--- src/hw/tsc_consts.svh ---
// Purpose: Constants of the tracker serial command parser.
// Assumes: Included by its bare name after the package.
// Notes:   Byte offsets are Avalon-MM byte addresses.
`ifndef TSC_CONSTS_SVH
`define TSC_CONSTS_SVH
`define TSC_CLK_HZ       125000000
`define TSC_BAUD_3D      19200
`define TSC_BAUD_2D      1200
`define TSC_BIT_CYC_3D   (`TSC_CLK_HZ / `TSC_BAUD_3D)
`define TSC_BIT_CYC_2D   (`TSC_CLK_HZ / `TSC_BAUD_2D)
`define TSC_REFRESH_MS   20
`define TSC_REFRESH_CYC  (`TSC_CLK_HZ / 1000 * `TSC_REFRESH_MS)
`define TSC_NBITS_3D     4'h8
`define TSC_NBITS_2D     4'h7
`define TSC_STAR         8'h2a
`define TSC_CMD_TO_2D    8'h3c
`define TSC_CMD_RESET    8'h52
`define TSC_CMD_DEMAND   8'h44
`define TSC_CMD_SINGLE   8'h64
`define TSC_CMD_INCR     8'h49
`define TSC_CMD_STREAM   8'h53
`define TSC_CMD_DIAG     8'h05
`define TSC_CMD_SPK_ON   8'h41
`define TSC_CMD_SPK_OFF  8'h4f
`define TSC_CMD_INFO     8'h6d
`define TSC_LEN_DIAG     5'h02
`define TSC_LEN_INFO     5'h1e
`define TSC_LEN_REPORT   5'h10
`define TSC_RM_INCR      3'h1
`define TSC_RM_DEMAND    3'h2
`define TSC_RM_STREAM    3'h4
`define TSC_DIM_3D       8'h02
`define TSC_DATA_TYPE    8'h01
`define TSC_REC_SIZE     8'h10
`define TSC_TRACK_MODE   8'h01
`define TSC_OFF_STATUS   8'h00
`define TSC_OFF_DIAG     8'h04
`define TSC_OFF_INFO     8'h08
`define TSC_OFF_SPAN0    8'h0c
`define TSC_OFF_SPAN1    8'h10
`define TSC_OFF_SPAN2    8'h14
`define TSC_DIAG_RST     8'hff
`define TSC_INFO_RST     32'h020f0f3f
`endif

--- src/hw/tsc_pkg.sv ---
// Purpose: Types of the tracker serial command parser.
// Assumes: Single clock domain.
// Notes:   The first item of each enum is its reset value.
package tsc_pkg;
  typedef logic [127:0] tsc_report_type;
  typedef enum logic [1:0] {TSC_DEMAND, TSC_INCR, TSC_STREAM}
    tsc_mode_type;
  typedef enum logic [1:0] {RX_IDLE, RX_START, RX_DATA, RX_STOP}
    tsc_rx_type;
  typedef enum logic [1:0] {RESP_NONE, RESP_DIAG, RESP_INFO, RESP_REPORT}
    tsc_resp_type;
  typedef struct packed {
    logic           rx_s1;
    logic           rx_s2;
    tsc_rx_type     rx_st;
    logic [23:0]    rx_cnt;
    logic [3:0]     rx_bit;
    logic [7:0]     rx_sh;
    logic           got_star;
    tsc_mode_type   mode;
    logic           spk_on;
    logic           dim_2d;
    logic           sw_rst;
    logic [23:0]    tick_cnt;
    tsc_report_type held;
    tsc_resp_type   resp;
    logic [4:0]     idx;
    logic           tx_busy;
    logic           tx_line;
    logic [8:0]     tx_sh;
    logic [3:0]     tx_bits;
    logic [23:0]    tx_cnt;
    logic           waitreq;
    logic [31:0]    rdata;
    logic [7:0]     diag;
    logic [31:0]    info;
    logic [31:0]    span0;
    logic [31:0]    span1;
    logic [31:0]    span2;
  } tsc_state_type;
endpackage : tsc_pkg

--- src/hw/tsc_serial_cmd_parser.sv ---
// Purpose: Serial command interpreter of a 3D tracking control unit.
// Assumes: 125 MHz core clock; host link is an asynchronous serial line.
// Notes:   Registers sit on an Avalon-MM slave with waitrequest.
// Function
// - Every command is an asterisk followed by at least one more character.
// - Only reset and demand mode are accepted outside on-demand reporting.
// - Unknown characters and characters at the wrong rate are dropped.
// - Switch-to-2D enters mouse emulation at 1200 bps, 7N1.
// - Reset command reinitialises the unit in any reporting mode.
// - Demand mode stops automatic reports; reports only on request.
// - A report in flight when demand mode arrives is finished whole.
// - Single-report request sends the last valid report held.
// - Position refreshes every 20 ms; invalid tracking keeps old values.
// - Incremental mode reports while moving, at most 50 per second.
// - Stream mode reports 50 per second regardless of motion.
// - Diagnostics reply is two bytes with fixed top-bit markers.
// - Result bits ordered unit, cpu, rom, ram, tx, rx, serial, nvm.
// - One means pass; all pass with reserved bits gives BF 3F.
// - Speaker-enable turns the speaker on; it is on by default.
// - Speaker-disable turns the speaker off until re-enabled.
// - Information command returns thirty bytes with marked first byte.
// - Mode byte flags incremental bit 0, demand bit 1, stream bit 2.
// - Receiver kind byte reports the connected receiver code.
// - Transmitter kind byte reports the connected transmitter code.
// - Bytes 11-21 geometry low first, button flag byte 15, rest zero.
// - 3D link is 19200 bps 8N1; initialisation sends nothing back.
// - Every data report is sixteen bytes long.
//
// The Avalon-MM register port and the address map were chosen for this implementation.
`timescale 1ns/1ns
`include "tsc_consts.svh"

module tsc_serial_cmd_parser #(
  parameter int unsigned BIT_CYC_3D  = `TSC_BIT_CYC_3D,
  parameter int unsigned BIT_CYC_2D  = `TSC_BIT_CYC_2D,
  parameter int unsigned REFRESH_CYC = `TSC_REFRESH_CYC
) (
  input  wire logic                    core_clk_i,
  input  wire logic                    resetn_i,
  input  wire logic [7:0]              avs_address_i,
  input  wire logic                    avs_read_i,
  input  wire logic                    avs_write_i,
  input  wire logic [31:0]             avs_writedata_i,
  input  wire logic [3:0]              avs_byteenable_i,
  output logic                         avs_waitrequest_o,
  output logic [31:0]                  avs_readdata_o,
  input  wire logic                    uart_rx_i,
  output logic                         uart_tx_o,
  input  wire tsc_pkg::tsc_report_type report_data_i,
  input  wire logic                    report_valid_i,
  output logic                         speaker_en_o,
  output logic                         mode_2d_o,
  output logic                         sw_reset_o
);
  import tsc_pkg::*;

  tsc_state_type s_q;
  tsc_state_type s_d;
  logic [23:0]   bit_full;
  logic [3:0]    nbits;
  logic          rx_ok;
  logic [7:0]    rx_byte;
  logic          changed;
  logic [4:0]    len;
  logic [31:0]   rd_word;

  // One-hot report mode flags, shared by the status word and info byte.
  function automatic logic [2:0] tsc_flags(tsc_mode_type m);
    case (m)
      TSC_INCR:   return `TSC_RM_INCR;
      TSC_STREAM: return `TSC_RM_STREAM;
      default:    return `TSC_RM_DEMAND;
    endcase
  endfunction : tsc_flags

  // Merge write data into a register under the byte enables.
  function automatic logic [31:0] tsc_merge(logic [31:0] old,
                                            logic [31:0] wd,
                                            logic [3:0]  be);
    logic [31:0] r;
    r = old;
    for (int b = 0; b < 4; b++) begin
      if (be[b]) begin
        r[b*8 +: 8] = wd[b*8 +: 8];
      end
    end
    return r;
  endfunction : tsc_merge

  // Byte i (from zero) of the answer of kind k.
  // Reports go out byte 1 first; info bytes follow a fixed layout.
  function automatic logic [7:0] tsc_byte(tsc_resp_type k,
                                          logic [4:0] i,
                                          tsc_state_type s);
    logic [7:0] r;
    r = 8'h00;
    if (k == RESP_REPORT) begin
      r = s.held[(15 - int'(i)) * 8 +: 8];
    end else if (k == RESP_DIAG) begin
      // Top four result bits are reserved and always report pass.
      if (i == 5'h00) begin
        r = {2'b10, s.diag[5:0]};
      end else begin
        r = {2'b00, 4'hf, s.diag[7:6]};
      end
    end else begin
      case (i)
        5'h00:   r = {2'b10, s.info[5:0]};
        5'h01:   r = `TSC_DIM_3D;
        5'h02:   r = {5'h00, tsc_flags(s.mode)};
        5'h03:   r = `TSC_DATA_TYPE;
        5'h04:   r = `TSC_REC_SIZE;
        5'h05:   r = `TSC_TRACK_MODE;
        5'h06:   r = {6'h00, s.info[25:24]};
        5'h07:   r = {7'h00, s.spk_on};
        5'h08:   r = {1'b0, s.info[14:8]};
        5'h09:   r = {1'b0, s.info[22:16]};
        5'h0a:   r = s.span0[7:0];
        5'h0b:   r = s.span0[15:8];
        5'h0c:   r = s.span0[23:16];
        5'h0d:   r = s.span0[31:24];
        5'h0e:   r = {7'h00, s.info[28]};
        5'h0f:   r = s.span1[7:0];
        5'h10:   r = s.span1[15:8];
        5'h11:   r = s.span1[23:16];
        5'h12:   r = s.span1[31:24];
        5'h13:   r = s.span2[7:0];
        5'h14:   r = s.span2[15:8];
        default: r = 8'h00;
      endcase
    end
    return r;
  endfunction : tsc_byte

  // Next-state logic for the whole block.
  always_comb begin
    s_d      = s_q;
    rx_ok    = 1'b0;
    changed  = 1'b0;
    rd_word  = 32'h0000_0000;
    // Line rate and frame width follow the active dimension.
    bit_full = s_q.dim_2d ? 24'(BIT_CYC_2D - 1)
                          : 24'(BIT_CYC_3D - 1);
    nbits    = s_q.dim_2d ? `TSC_NBITS_2D : `TSC_NBITS_3D;
    rx_byte  = s_q.dim_2d ? {1'b0, s_q.rx_sh[7:1]} : s_q.rx_sh;
    case (s_q.resp)
      RESP_DIAG: len = `TSC_LEN_DIAG;
      RESP_INFO: len = `TSC_LEN_INFO;
      default:   len = `TSC_LEN_REPORT;
    endcase
    // The software reset strobe is a one-cycle pulse.
    s_d.sw_rst = 1'b0;

    // Two-stage synchroniser on the receive pin.
    s_d.rx_s1 = uart_rx_i;
    s_d.rx_s2 = s_q.rx_s1;

    // Receiver: centre-sampled frames, checked start and stop bits.
    // In 2D the seven data bits end up in the top of the shifter.
    if (s_q.rx_cnt != 24'h0) begin
      s_d.rx_cnt = s_q.rx_cnt - 24'h1;
    end
    case (s_q.rx_st)
      RX_IDLE: begin
        if (!s_q.rx_s2) begin
          s_d.rx_st  = RX_START;
          s_d.rx_cnt = {1'b0, bit_full[23:1]};
        end
      end
      RX_START: begin
        if (s_q.rx_cnt == 24'h0) begin
          if (!s_q.rx_s2) begin
            s_d.rx_st  = RX_DATA;
            s_d.rx_cnt = bit_full;
            s_d.rx_bit = 4'h0;
          end else begin
            s_d.rx_st = RX_IDLE;
          end
        end
      end
      RX_DATA: begin
        if (s_q.rx_cnt == 24'h0) begin
          s_d.rx_sh  = {s_q.rx_s2, s_q.rx_sh[7:1]};
          s_d.rx_bit = s_q.rx_bit + 4'h1;
          s_d.rx_cnt = bit_full;
          if (s_q.rx_bit == nbits - 4'h1) begin
            s_d.rx_st = RX_STOP;
          end
        end
      end
      default: begin
        // A missing stop bit means the wrong rate: the byte is lost.
        if (s_q.rx_cnt == 24'h0) begin
          s_d.rx_st = RX_IDLE;
          rx_ok     = s_q.rx_s2;
        end
      end
    endcase

    // Refresh tick: latch only valid tracking data, else keep old.
    // The counter starts at zero, so the first sample follows reset.
    if (s_q.tick_cnt == 24'h0) begin
      s_d.tick_cnt = 24'(REFRESH_CYC - 1);
      if (report_valid_i) begin
        changed  = (s_q.held != report_data_i);
        s_d.held = report_data_i;
      end
      // A report still going out skips this tick, capping the rate.
      if (!s_q.dim_2d && s_q.resp == RESP_NONE &&
          (s_q.mode == TSC_STREAM ||
           (s_q.mode == TSC_INCR && changed))) begin
        s_d.resp = RESP_REPORT;
        s_d.idx  = 5'h00;
      end
    end else begin
      s_d.tick_cnt = s_q.tick_cnt - 24'h1;
    end

    // Answer sequencer: hands bytes to the transmitter one at a time.
    // Only the reset and switch-to-2D commands stop it; mode commands let a report go out whole.
    if (!s_q.tx_busy && s_q.resp != RESP_NONE) begin
      s_d.tx_busy = 1'b1;
      s_d.tx_line = 1'b0;
      s_d.tx_sh   = {1'b1, tsc_byte(s_q.resp, s_q.idx, s_q)};
      // A 7-bit frame takes its stop bit from bit 7 of the shifter.
      if (s_q.dim_2d) begin
        s_d.tx_sh[7] = 1'b1;
      end
      s_d.tx_bits = nbits + 4'h1;
      s_d.tx_cnt  = bit_full;
      if (s_q.idx == len - 5'h01) begin
        s_d.resp = RESP_NONE;
        s_d.idx  = 5'h00;
      end else begin
        s_d.idx = s_q.idx + 5'h01;
      end
    end else if (s_q.tx_busy) begin
      if (s_q.tx_cnt != 24'h0) begin
        s_d.tx_cnt = s_q.tx_cnt - 24'h1;
      end else if (s_q.tx_bits == 4'h0) begin
        s_d.tx_busy = 1'b0;
      end else begin
        s_d.tx_line = s_q.tx_sh[0];
        s_d.tx_sh   = {1'b1, s_q.tx_sh[8:1]};
        s_d.tx_bits = s_q.tx_bits - 4'h1;
        s_d.tx_cnt  = bit_full;
      end
    end

    // Command parser; in 2D mode this command set is not interpreted.
    if (rx_ok && !s_q.dim_2d) begin
      s_d.got_star = (rx_byte == `TSC_STAR);
      if (s_q.got_star) begin
        if (rx_byte == `TSC_CMD_RESET) begin
          // Reinitialise quietly; nothing is sent back.
          s_d.mode     = TSC_DEMAND;
          s_d.spk_on   = 1'b1;
          s_d.resp     = RESP_NONE;
          s_d.idx      = 5'h00;
          s_d.got_star = 1'b0;
          s_d.sw_rst   = 1'b1;
        end else if (rx_byte == `TSC_CMD_DEMAND) begin
          s_d.mode = TSC_DEMAND;
        end else if (s_q.mode == TSC_DEMAND) begin
          case (rx_byte)
            `TSC_CMD_TO_2D: begin
              s_d.dim_2d   = 1'b1;
              s_d.got_star = 1'b0;
              // Queued answers would go out at the new rate: drop them.
              // A byte already on the line ends at the new bit time.
              s_d.resp     = RESP_NONE;
              s_d.idx      = 5'h00;
            end
            `TSC_CMD_SINGLE: begin
              if (s_q.resp == RESP_NONE) begin
                s_d.resp = RESP_REPORT;
                s_d.idx  = 5'h00;
              end
            end
            `TSC_CMD_INCR:   s_d.mode = TSC_INCR;
            `TSC_CMD_STREAM: s_d.mode = TSC_STREAM;
            `TSC_CMD_DIAG: begin
              if (s_q.resp == RESP_NONE) begin
                s_d.resp = RESP_DIAG;
                s_d.idx  = 5'h00;
              end
            end
            `TSC_CMD_SPK_ON:  s_d.spk_on = 1'b1;
            `TSC_CMD_SPK_OFF: s_d.spk_on = 1'b0;
            `TSC_CMD_INFO: begin
              if (s_q.resp == RESP_NONE) begin
                s_d.resp = RESP_INFO;
                s_d.idx  = 5'h00;
              end
            end
            default: begin
            end
          endcase
        end
      end
    end

    // Read mux; unmapped addresses read as zero.
    // Status: [2:0] mode flags, [3] speaker, [4] 2D, [5] transmitter
    // busy, [6] answer pending.
    if (avs_address_i == `TSC_OFF_STATUS) begin
      rd_word = {25'h0, s_q.resp != RESP_NONE, s_q.tx_busy,
                 s_q.dim_2d, s_q.spk_on, tsc_flags(s_q.mode)};
    end else if (avs_address_i == `TSC_OFF_DIAG) begin
      rd_word = {24'h0, s_q.diag};
    end else if (avs_address_i == `TSC_OFF_INFO) begin
      rd_word = s_q.info;
    end else if (avs_address_i == `TSC_OFF_SPAN0) begin
      rd_word = s_q.span0;
    end else if (avs_address_i == `TSC_OFF_SPAN1) begin
      rd_word = s_q.span1;
    end else if (avs_address_i == `TSC_OFF_SPAN2) begin
      rd_word = s_q.span2;
    end

    // Bus slave: one wait cycle, then the access completes.
    // The write lands at the edge where the master sees waitrequest low,
    // and waitrequest rises there, so a stalled master writes only once.
    s_d.waitreq = 1'b1;
    if ((avs_read_i || avs_write_i) && s_q.waitreq) begin
      s_d.waitreq = 1'b0;
      s_d.rdata   = avs_read_i ? rd_word : 32'h0000_0000;
    end
    if (avs_write_i && !s_q.waitreq) begin
      if (avs_address_i == `TSC_OFF_DIAG) begin
        s_d.diag = 8'(tsc_merge({24'h0, s_q.diag}, avs_writedata_i,
                                avs_byteenable_i));
      end else if (avs_address_i == `TSC_OFF_INFO) begin
        s_d.info = tsc_merge(s_q.info, avs_writedata_i,
                             avs_byteenable_i);
      end else if (avs_address_i == `TSC_OFF_SPAN0) begin
        s_d.span0 = tsc_merge(s_q.span0, avs_writedata_i,
                              avs_byteenable_i);
      end else if (avs_address_i == `TSC_OFF_SPAN1) begin
        s_d.span1 = tsc_merge(s_q.span1, avs_writedata_i,
                              avs_byteenable_i);
      end else if (avs_address_i == `TSC_OFF_SPAN2) begin
        s_d.span2 = tsc_merge(s_q.span2, avs_writedata_i,
                              avs_byteenable_i);
      end
    end
  end

  // State register; idle lines and the speaker come up high.
  // Registers and the held report survive the software reset; only the
  // power-on reset restores their reset values.
  always_ff @(posedge core_clk_i or negedge resetn_i) begin
    if (!resetn_i) begin
      s_q         <= '0;
      s_q.rx_s1   <= 1'b1;
      s_q.rx_s2   <= 1'b1;
      s_q.spk_on  <= 1'b1;
      s_q.tx_line <= 1'b1;
      s_q.waitreq <= 1'b1;
      s_q.diag    <= `TSC_DIAG_RST;
      s_q.info    <= `TSC_INFO_RST;
    end else begin
      s_q <= s_d;
    end
  end

  // Outputs straight from the state register.
  assign avs_waitrequest_o = s_q.waitreq;
  assign avs_readdata_o    = s_q.rdata;
  assign uart_tx_o         = s_q.tx_line;
  assign speaker_en_o      = s_q.spk_on;
  assign mode_2d_o         = s_q.dim_2d;
  assign sw_reset_o        = s_q.sw_rst;

endmodule : tsc_serial_cmd_parser

--- config.mk ---
export PLATFORM = sky130hd
export DESIGN_NAME = tsc_serial_cmd_parser
export DESIGN_NICKNAME = d
export VERILOG_FILES = /design/src/hw/tsc_pkg.sv /design/src/hw/tsc_serial_cmd_parser.sv
export VERILOG_INCLUDE_DIRS = /design/src /design/src/hw
export SDC_FILE = /design/constraint.sdc
export NUM_CORES = 1
export LEC_CHECK = 0
export BUFFER_PORTS_ARGS = -buffer_cell sky130_fd_sc_hd__buf_2
export CORE_ASPECT_RATIO = 1.2
export CORE_UTILIZATION = 56
export CTS_BUF_LIST = sky130_fd_sc_hd__clkbuf_4 sky130_fd_sc_hd__clkbuf_8 sky130_fd_sc_hd__clkbuf_16
export CTS_CLUSTER_SIZE = 8
export DETAILED_ROUTE_END_ITERATION = 7
export GPL_ROUTABILITY_DRIVEN = 0
export PLACE_DENSITY = 0.86
export SLEW_MARGIN = 20
export SYNTH_ARGS = -nofsm -noshare
export SYNTH_HDL_FRONTEND = slang
export SYNTH_SLANG_ARGS = --single-unit
--- constraint.sdc ---
create_clock -name core_clk_i -period 7.8 [get_ports core_clk_i]
set_input_delay 0.39 -clock core_clk_i [delete_from_list [all_inputs] [get_ports core_clk_i]]
set_output_delay 0.39 -clock core_clk_i [all_outputs]
set_load 0.1 [all_outputs]
Word level (Yosys, flattened, before mapping)
Cells that the tools add are included.
- flip-flop bits (word level): 413
- bits in latches: 0
- bits in writable memories: 0
- bits in read-only memories: 0
- output and inout bits: 37
- logic and storage cells: 236
- memories: 0
- $add $sub $neg: 10
- multiply operators: 0
- divide/modulo/power cells: 0
- order comparisons: 0
- equality and inequality tests: 55
- shift-type cells: 1
- muxes and demuxes: 67
- bitwise gates (word level): 6
- reduce and logical (&&, ||, !) cells: 58
- operators by type and width (kind ; number):
    2-to-1 mux 32 bit ; 7
    case mux 8 bit (20 select lines) ; 1
    inequality test 128 bit ; 1
    variable part select 128 x 9 -> 8 bit ; 1
    2-to-1 mux 39 bit ; 2
    2-to-1 mux 7 bit ; 11
    2-to-1 mux 38 bit ; 2
    2-to-1 mux 24 bit ; 3
    case mux 24 bit (3 select lines) ; 1
    subtractor 24 x 1 -> 24 bit, second input constant ; 3
    equality test 8 x 7 -> 1 bit, second input constant ; 8
    zero test 24 bit ; 2
    nonzero test 24 bit ; 2
    equality test 5 x 4 -> 1 bit, second input constant ; 8
    2-to-1 mux 33 bit ; 1
    2-to-1 mux 8 bit ; 4
    2-to-1 mux 30 bit ; 1
    AND reduction 5 bit ; 6
    AND reduction 6 bit ; 5
    2-to-1 mux 28 bit ; 1
    case mux 7 bit (4 select lines) ; 1
    AND reduction 7 bit ; 4
    2-to-1 mux 26 bit ; 1
    equality test 5 bit, second input constant ; 5
    47 further kinds ; 116

Logic depth before layout (Yosys ltp)
- depth after elaboration: 17
- mapped depth: 12
- depth with buffers taken out: 11

Worst setup path after synthesis
OpenSTA, ideal clock, no wires.
- kind: register to register
- start: reg s_q[208] (netlist bit)
- end: reg s_q[199] (netlist bit)
- setup time: 0.126 ns
- data arrival time: 3.057 ns
- data required time: 7.674 ns
- slack: 4.617 ns
- cell stages (with the launch flop): 12
- path buffers: 3
- clock period less this slack: 3.183 ns
- cells stage by stage: dfrtp_1 > clkbuf_1 > buf_1 > inv_1 > ha_1 > and3_1 > clkbuf_1 > or2_2 > o41a_1 > o31ai_1 > a31oi_1 > a221o_1
- cells in the longest elaborated chain, start to end: 6
- ends and longest elaborated chain (element ; line ; source):
    from (decl) ; tsc_serial_cmd_parser.sv:57 ; tsc_state_type s_q;
    branches (longest 4 deep; another with subtractor 4 x 5 -> 6 bit) ; - ;
    2-to-1 mux 8 bit * ; tsc_serial_cmd_parser.sv:97 ; if (k == RESP_REPORT) begin
    2-to-1 mux 39 bit * ; tsc_serial_cmd_parser.sv:221 ; if (!s_q.tx_busy && s_q.resp != RESP_NONE) begin
Every way passes the cells marked *.
A chain may end at the register's enable or synchronous reset.

Worst setup path after layout
- start: reg s_q[361] (netlist bit)
- end: reg s_q[225] (netlist bit)
- cells in the longest elaborated chain, start to end: 2
- ends and longest elaborated chain (element ; line ; source):
    zero test 24 bit ; tsc_serial_cmd_parser.sv:202 ; if (s_q.tick_cnt == 24'h0) begin
    AND reduction 2 bit (no source line) ; - ;
No other way between the ends.

==> summary.txt <==
Outcome
  • Outcome: finished with violations
  • Failing checks: design-rule violations

Yosys
  • Avg Cell Area, Syn: approximately 11 um^2
  • Syn. warnings: 0
  • Top-count cell post-synth: dfrtp_1
  • Post-synthesis async set-or-reset flop share: 100.0%
  • Synth area leader: dfrtp_1
  • Synth top area share: between 40 and 50%
  • Post-Syn Nets: around 2100
  • Number of synthesized flops with an enable pin: 0
  • Register area share after synthesis: about 47%
  • Top post-synthesis cells by area: dfrtp_1 (44%), mux2_2 (13%), xnor2_1 (4.5%)
  • Synth Register Bits: roughly 410
  • Post-synthesis cell type count: 80
  • Post-synth top cells: dfrtp_1 (385), mux2_2 (262), nand2_1 (152)
  • Mapped Cells: between 1500 and 2000
  • Cell Area, Synth: about 22000 um^2
  • Synth Flop Type: dfrtp_1

Pwr
  • VDD IR max: 0.1856 mV
  • PD cells: about 200 nW/um^2
  • Leak pwr: about 11 nW

Detailed routing
  • # DRC: 1
  • Via density: between 6 and 7
  • DR iter-0 viols: 1927
  • Router iterations before antenna repair: 8
  • Wire length per cell: 23.82 um
  • Via count: around 18000
  • Routed Antenna Nets: 0
  • Post-Route WL: ~64 mm

STA
  • Final critical-path required period: 3.869 ns
  • Relative slew margins: 23.48%
  • Hold Slack: ~0.054 ns
  • Crit share post-route: between 40% and 50%
  • Fmax: between 200 and 300 MHz
  • Final Hold Vio Count: 0
  • Final Max Slew Viols: 0
  • Unrepaired setup endpoints after global routing: no
  • TNS Setup: 0 ns
  • Clk_skew: ~0.021 ns
  • Worst slew pin tran: roughly 1.1 ns
  • Final WS setup: ~3.9 ns
  • Finish-stage setup viols: 0

Flow run
  • Max-cap violations: 0

Clock tree
  • Root buffer cell: clkbuf_16
  • Cts repair resizes: 0
  • Worst-case clock buffer depth: 3
  • Clk Latency, worst-skew pair: roughly 0.6 ns
  • CTS tree: built
  • TritonCTS buffer count: 57
  • Post-CTS Setup Inserts: 0
  • Clock net sink count: around 410
  • CTS H-tree lvls: 2
  • Clk pin slew, worst setup/hold paths: 0.05 ns
  • Hold-fix buffers, CTS: 2

Placed design
  • Post-DP Area: between 20000 and 25000 um^2
  • Post-Place Setup Slack: around 4 ns
  • Buffers on Ports: 214
  • DP HPWL: between 40 and 50 mm

Cells and area
  • Syn-to-layout area delta: 14.02%
  • Layout cells sized above 1: between 30% and 40%
  • Final core utilization: between 60% and 70%
  • Final Cell Area: ~25000 um^2
  • Final nets: ~2300

GRT
  • Number of global-route vias before repair: around 18000
  • Largest net degree at the start of global routing: ~170
  • Antenna violations before repair: 14
  • Total GRT Usage: roughly a third
  • First-pass GRT wire length: 100.3 mm
  • Overflow left after global routing: 0

Floorplan
  • Die outline area: between 40000 and 50000 um^2
  • Die width: about 180 um
  • Ports: 215
  • Die height: between 200 and 250 um
  • Starting density of the core: roughly 57%
  • Core area: between 30000 and 40000 um^2
  • FP Rows: 79

Worst setup path
  • Crit. End Element: register
  • Worst-path fanout max: 79
  • WP data arrival: 4.34 ns
  • R2r setup slk: about 3.9 ns
  • Worst EP required: approximately 8.3 ns
  • CP Launch Type: register
  • CP Class: reg -> reg

Worst hold path
  • Hold Path Class: in -> reg
==> state kept, by name, indices dropped and copies added, names as in the netlist <==
| signal | flops |
|---|---|
| s_q | 375 |
| sw_reset_o | 1 |
| avs_waitrequest_o | 1 |
| s_d | 1 |
| mode_2d_o | 1 |
| speaker_en_o | 1 |
| avs_readdata_o | 32 |
| uart_tx_o | 1 |
==> kinds of logic after synthesis <==
group | share of synthesized area [%]
compound gates | 11.03
xor+xnor | 6.702
fa+ha+maj | 1.083
buf+inv | 3.511
flops | 47.24
mux | 18.06
simple gates | 12.38
==> cells in the final DEF, fill, tap and decap left out, types with 35 or more instances in the layout <==
cell         n
a21oi_1     55
nor3_1      40
inv_1       45
mux4_2      41
clkbuf_16   57
o21ai_0     93
a221oi_1    35
buf_2      213
xnor2_1    113
nand2_1    151
xor2_1      55
dfrtp_1    384
nor2_1     101
mux2_2     262
==> layout make-up <==
cell class	count	area, um^2
flip-flops and latches	413	10370
multi-input cells	1370	10840
clock buffers	92	1695
clock inverters	3	66.31
diodes	5	12.51
repair buffers	230	1219
fillers	2781	13720
inverters	46	172.7
well taps	526	658.1
==> report_power, final <==
part	switching, mW	internal (mW)	total (mW)
Combinational	0.172	0.129	0.301
Clock	0.937	1.48	2.42
Sequential	0.0529	2.19	2.25
==> stage by stage <==
step / power (mW) / instances
3_5_place_dp: 2.570 / 2583
2_1_floorplan: 2.396 / 1952
4_1_cts: 4.982 / 2680
3_3_place_gp: 2.553 / 2583
6_report: 4.963 / 2685
5_1_grt: 5.105 / 2685
==> worst paths after layout <==
kind	start	to	depth (start not counted)
worst max-delay path	s_q[361]$_DFF_PN0_	s_q[225]$_DFFE_PN0P_	6
worst min-delay path	report_data_i[97]	s_q[312]$_DFFE_PN0P_	2
worst max register to register	s_q[361]$_DFF_PN0_	s_q[225]$_DFFE_PN0P_	6
worst min register to register	s_d[411]$_DFF_PN1_	s_q[411]$_DFF_PN1_	0
max in group asynchronous	resetn_i	s_q[208]$_DFF_PN0_	3
min in group asynchronous	resetn_i	avs_readdata_o[21]$_DFFE_PN0P_	2
==> critical path, stage by stage, from the launching register on <==
cell     delay, ns
dfrtp_1       0.41
or4_1         0.59
nor4_1        0.46
and3_1        0.60
nand2_4       0.65
buf_4         0.61
mux2_2        0.38
==> routing by layer <==
layer / vias up / routed length (um) / track usage (%)
met4: 16 / 4586 / 19.69
met3: 328 / 5818 / 7.800
met5: - / 106 / 0
met1: 8612 / 22210 / 37.09
li1: 7520 / - / -
met2: 1105 / 31240 / 55.18
(Power assumes the default switching activity.)
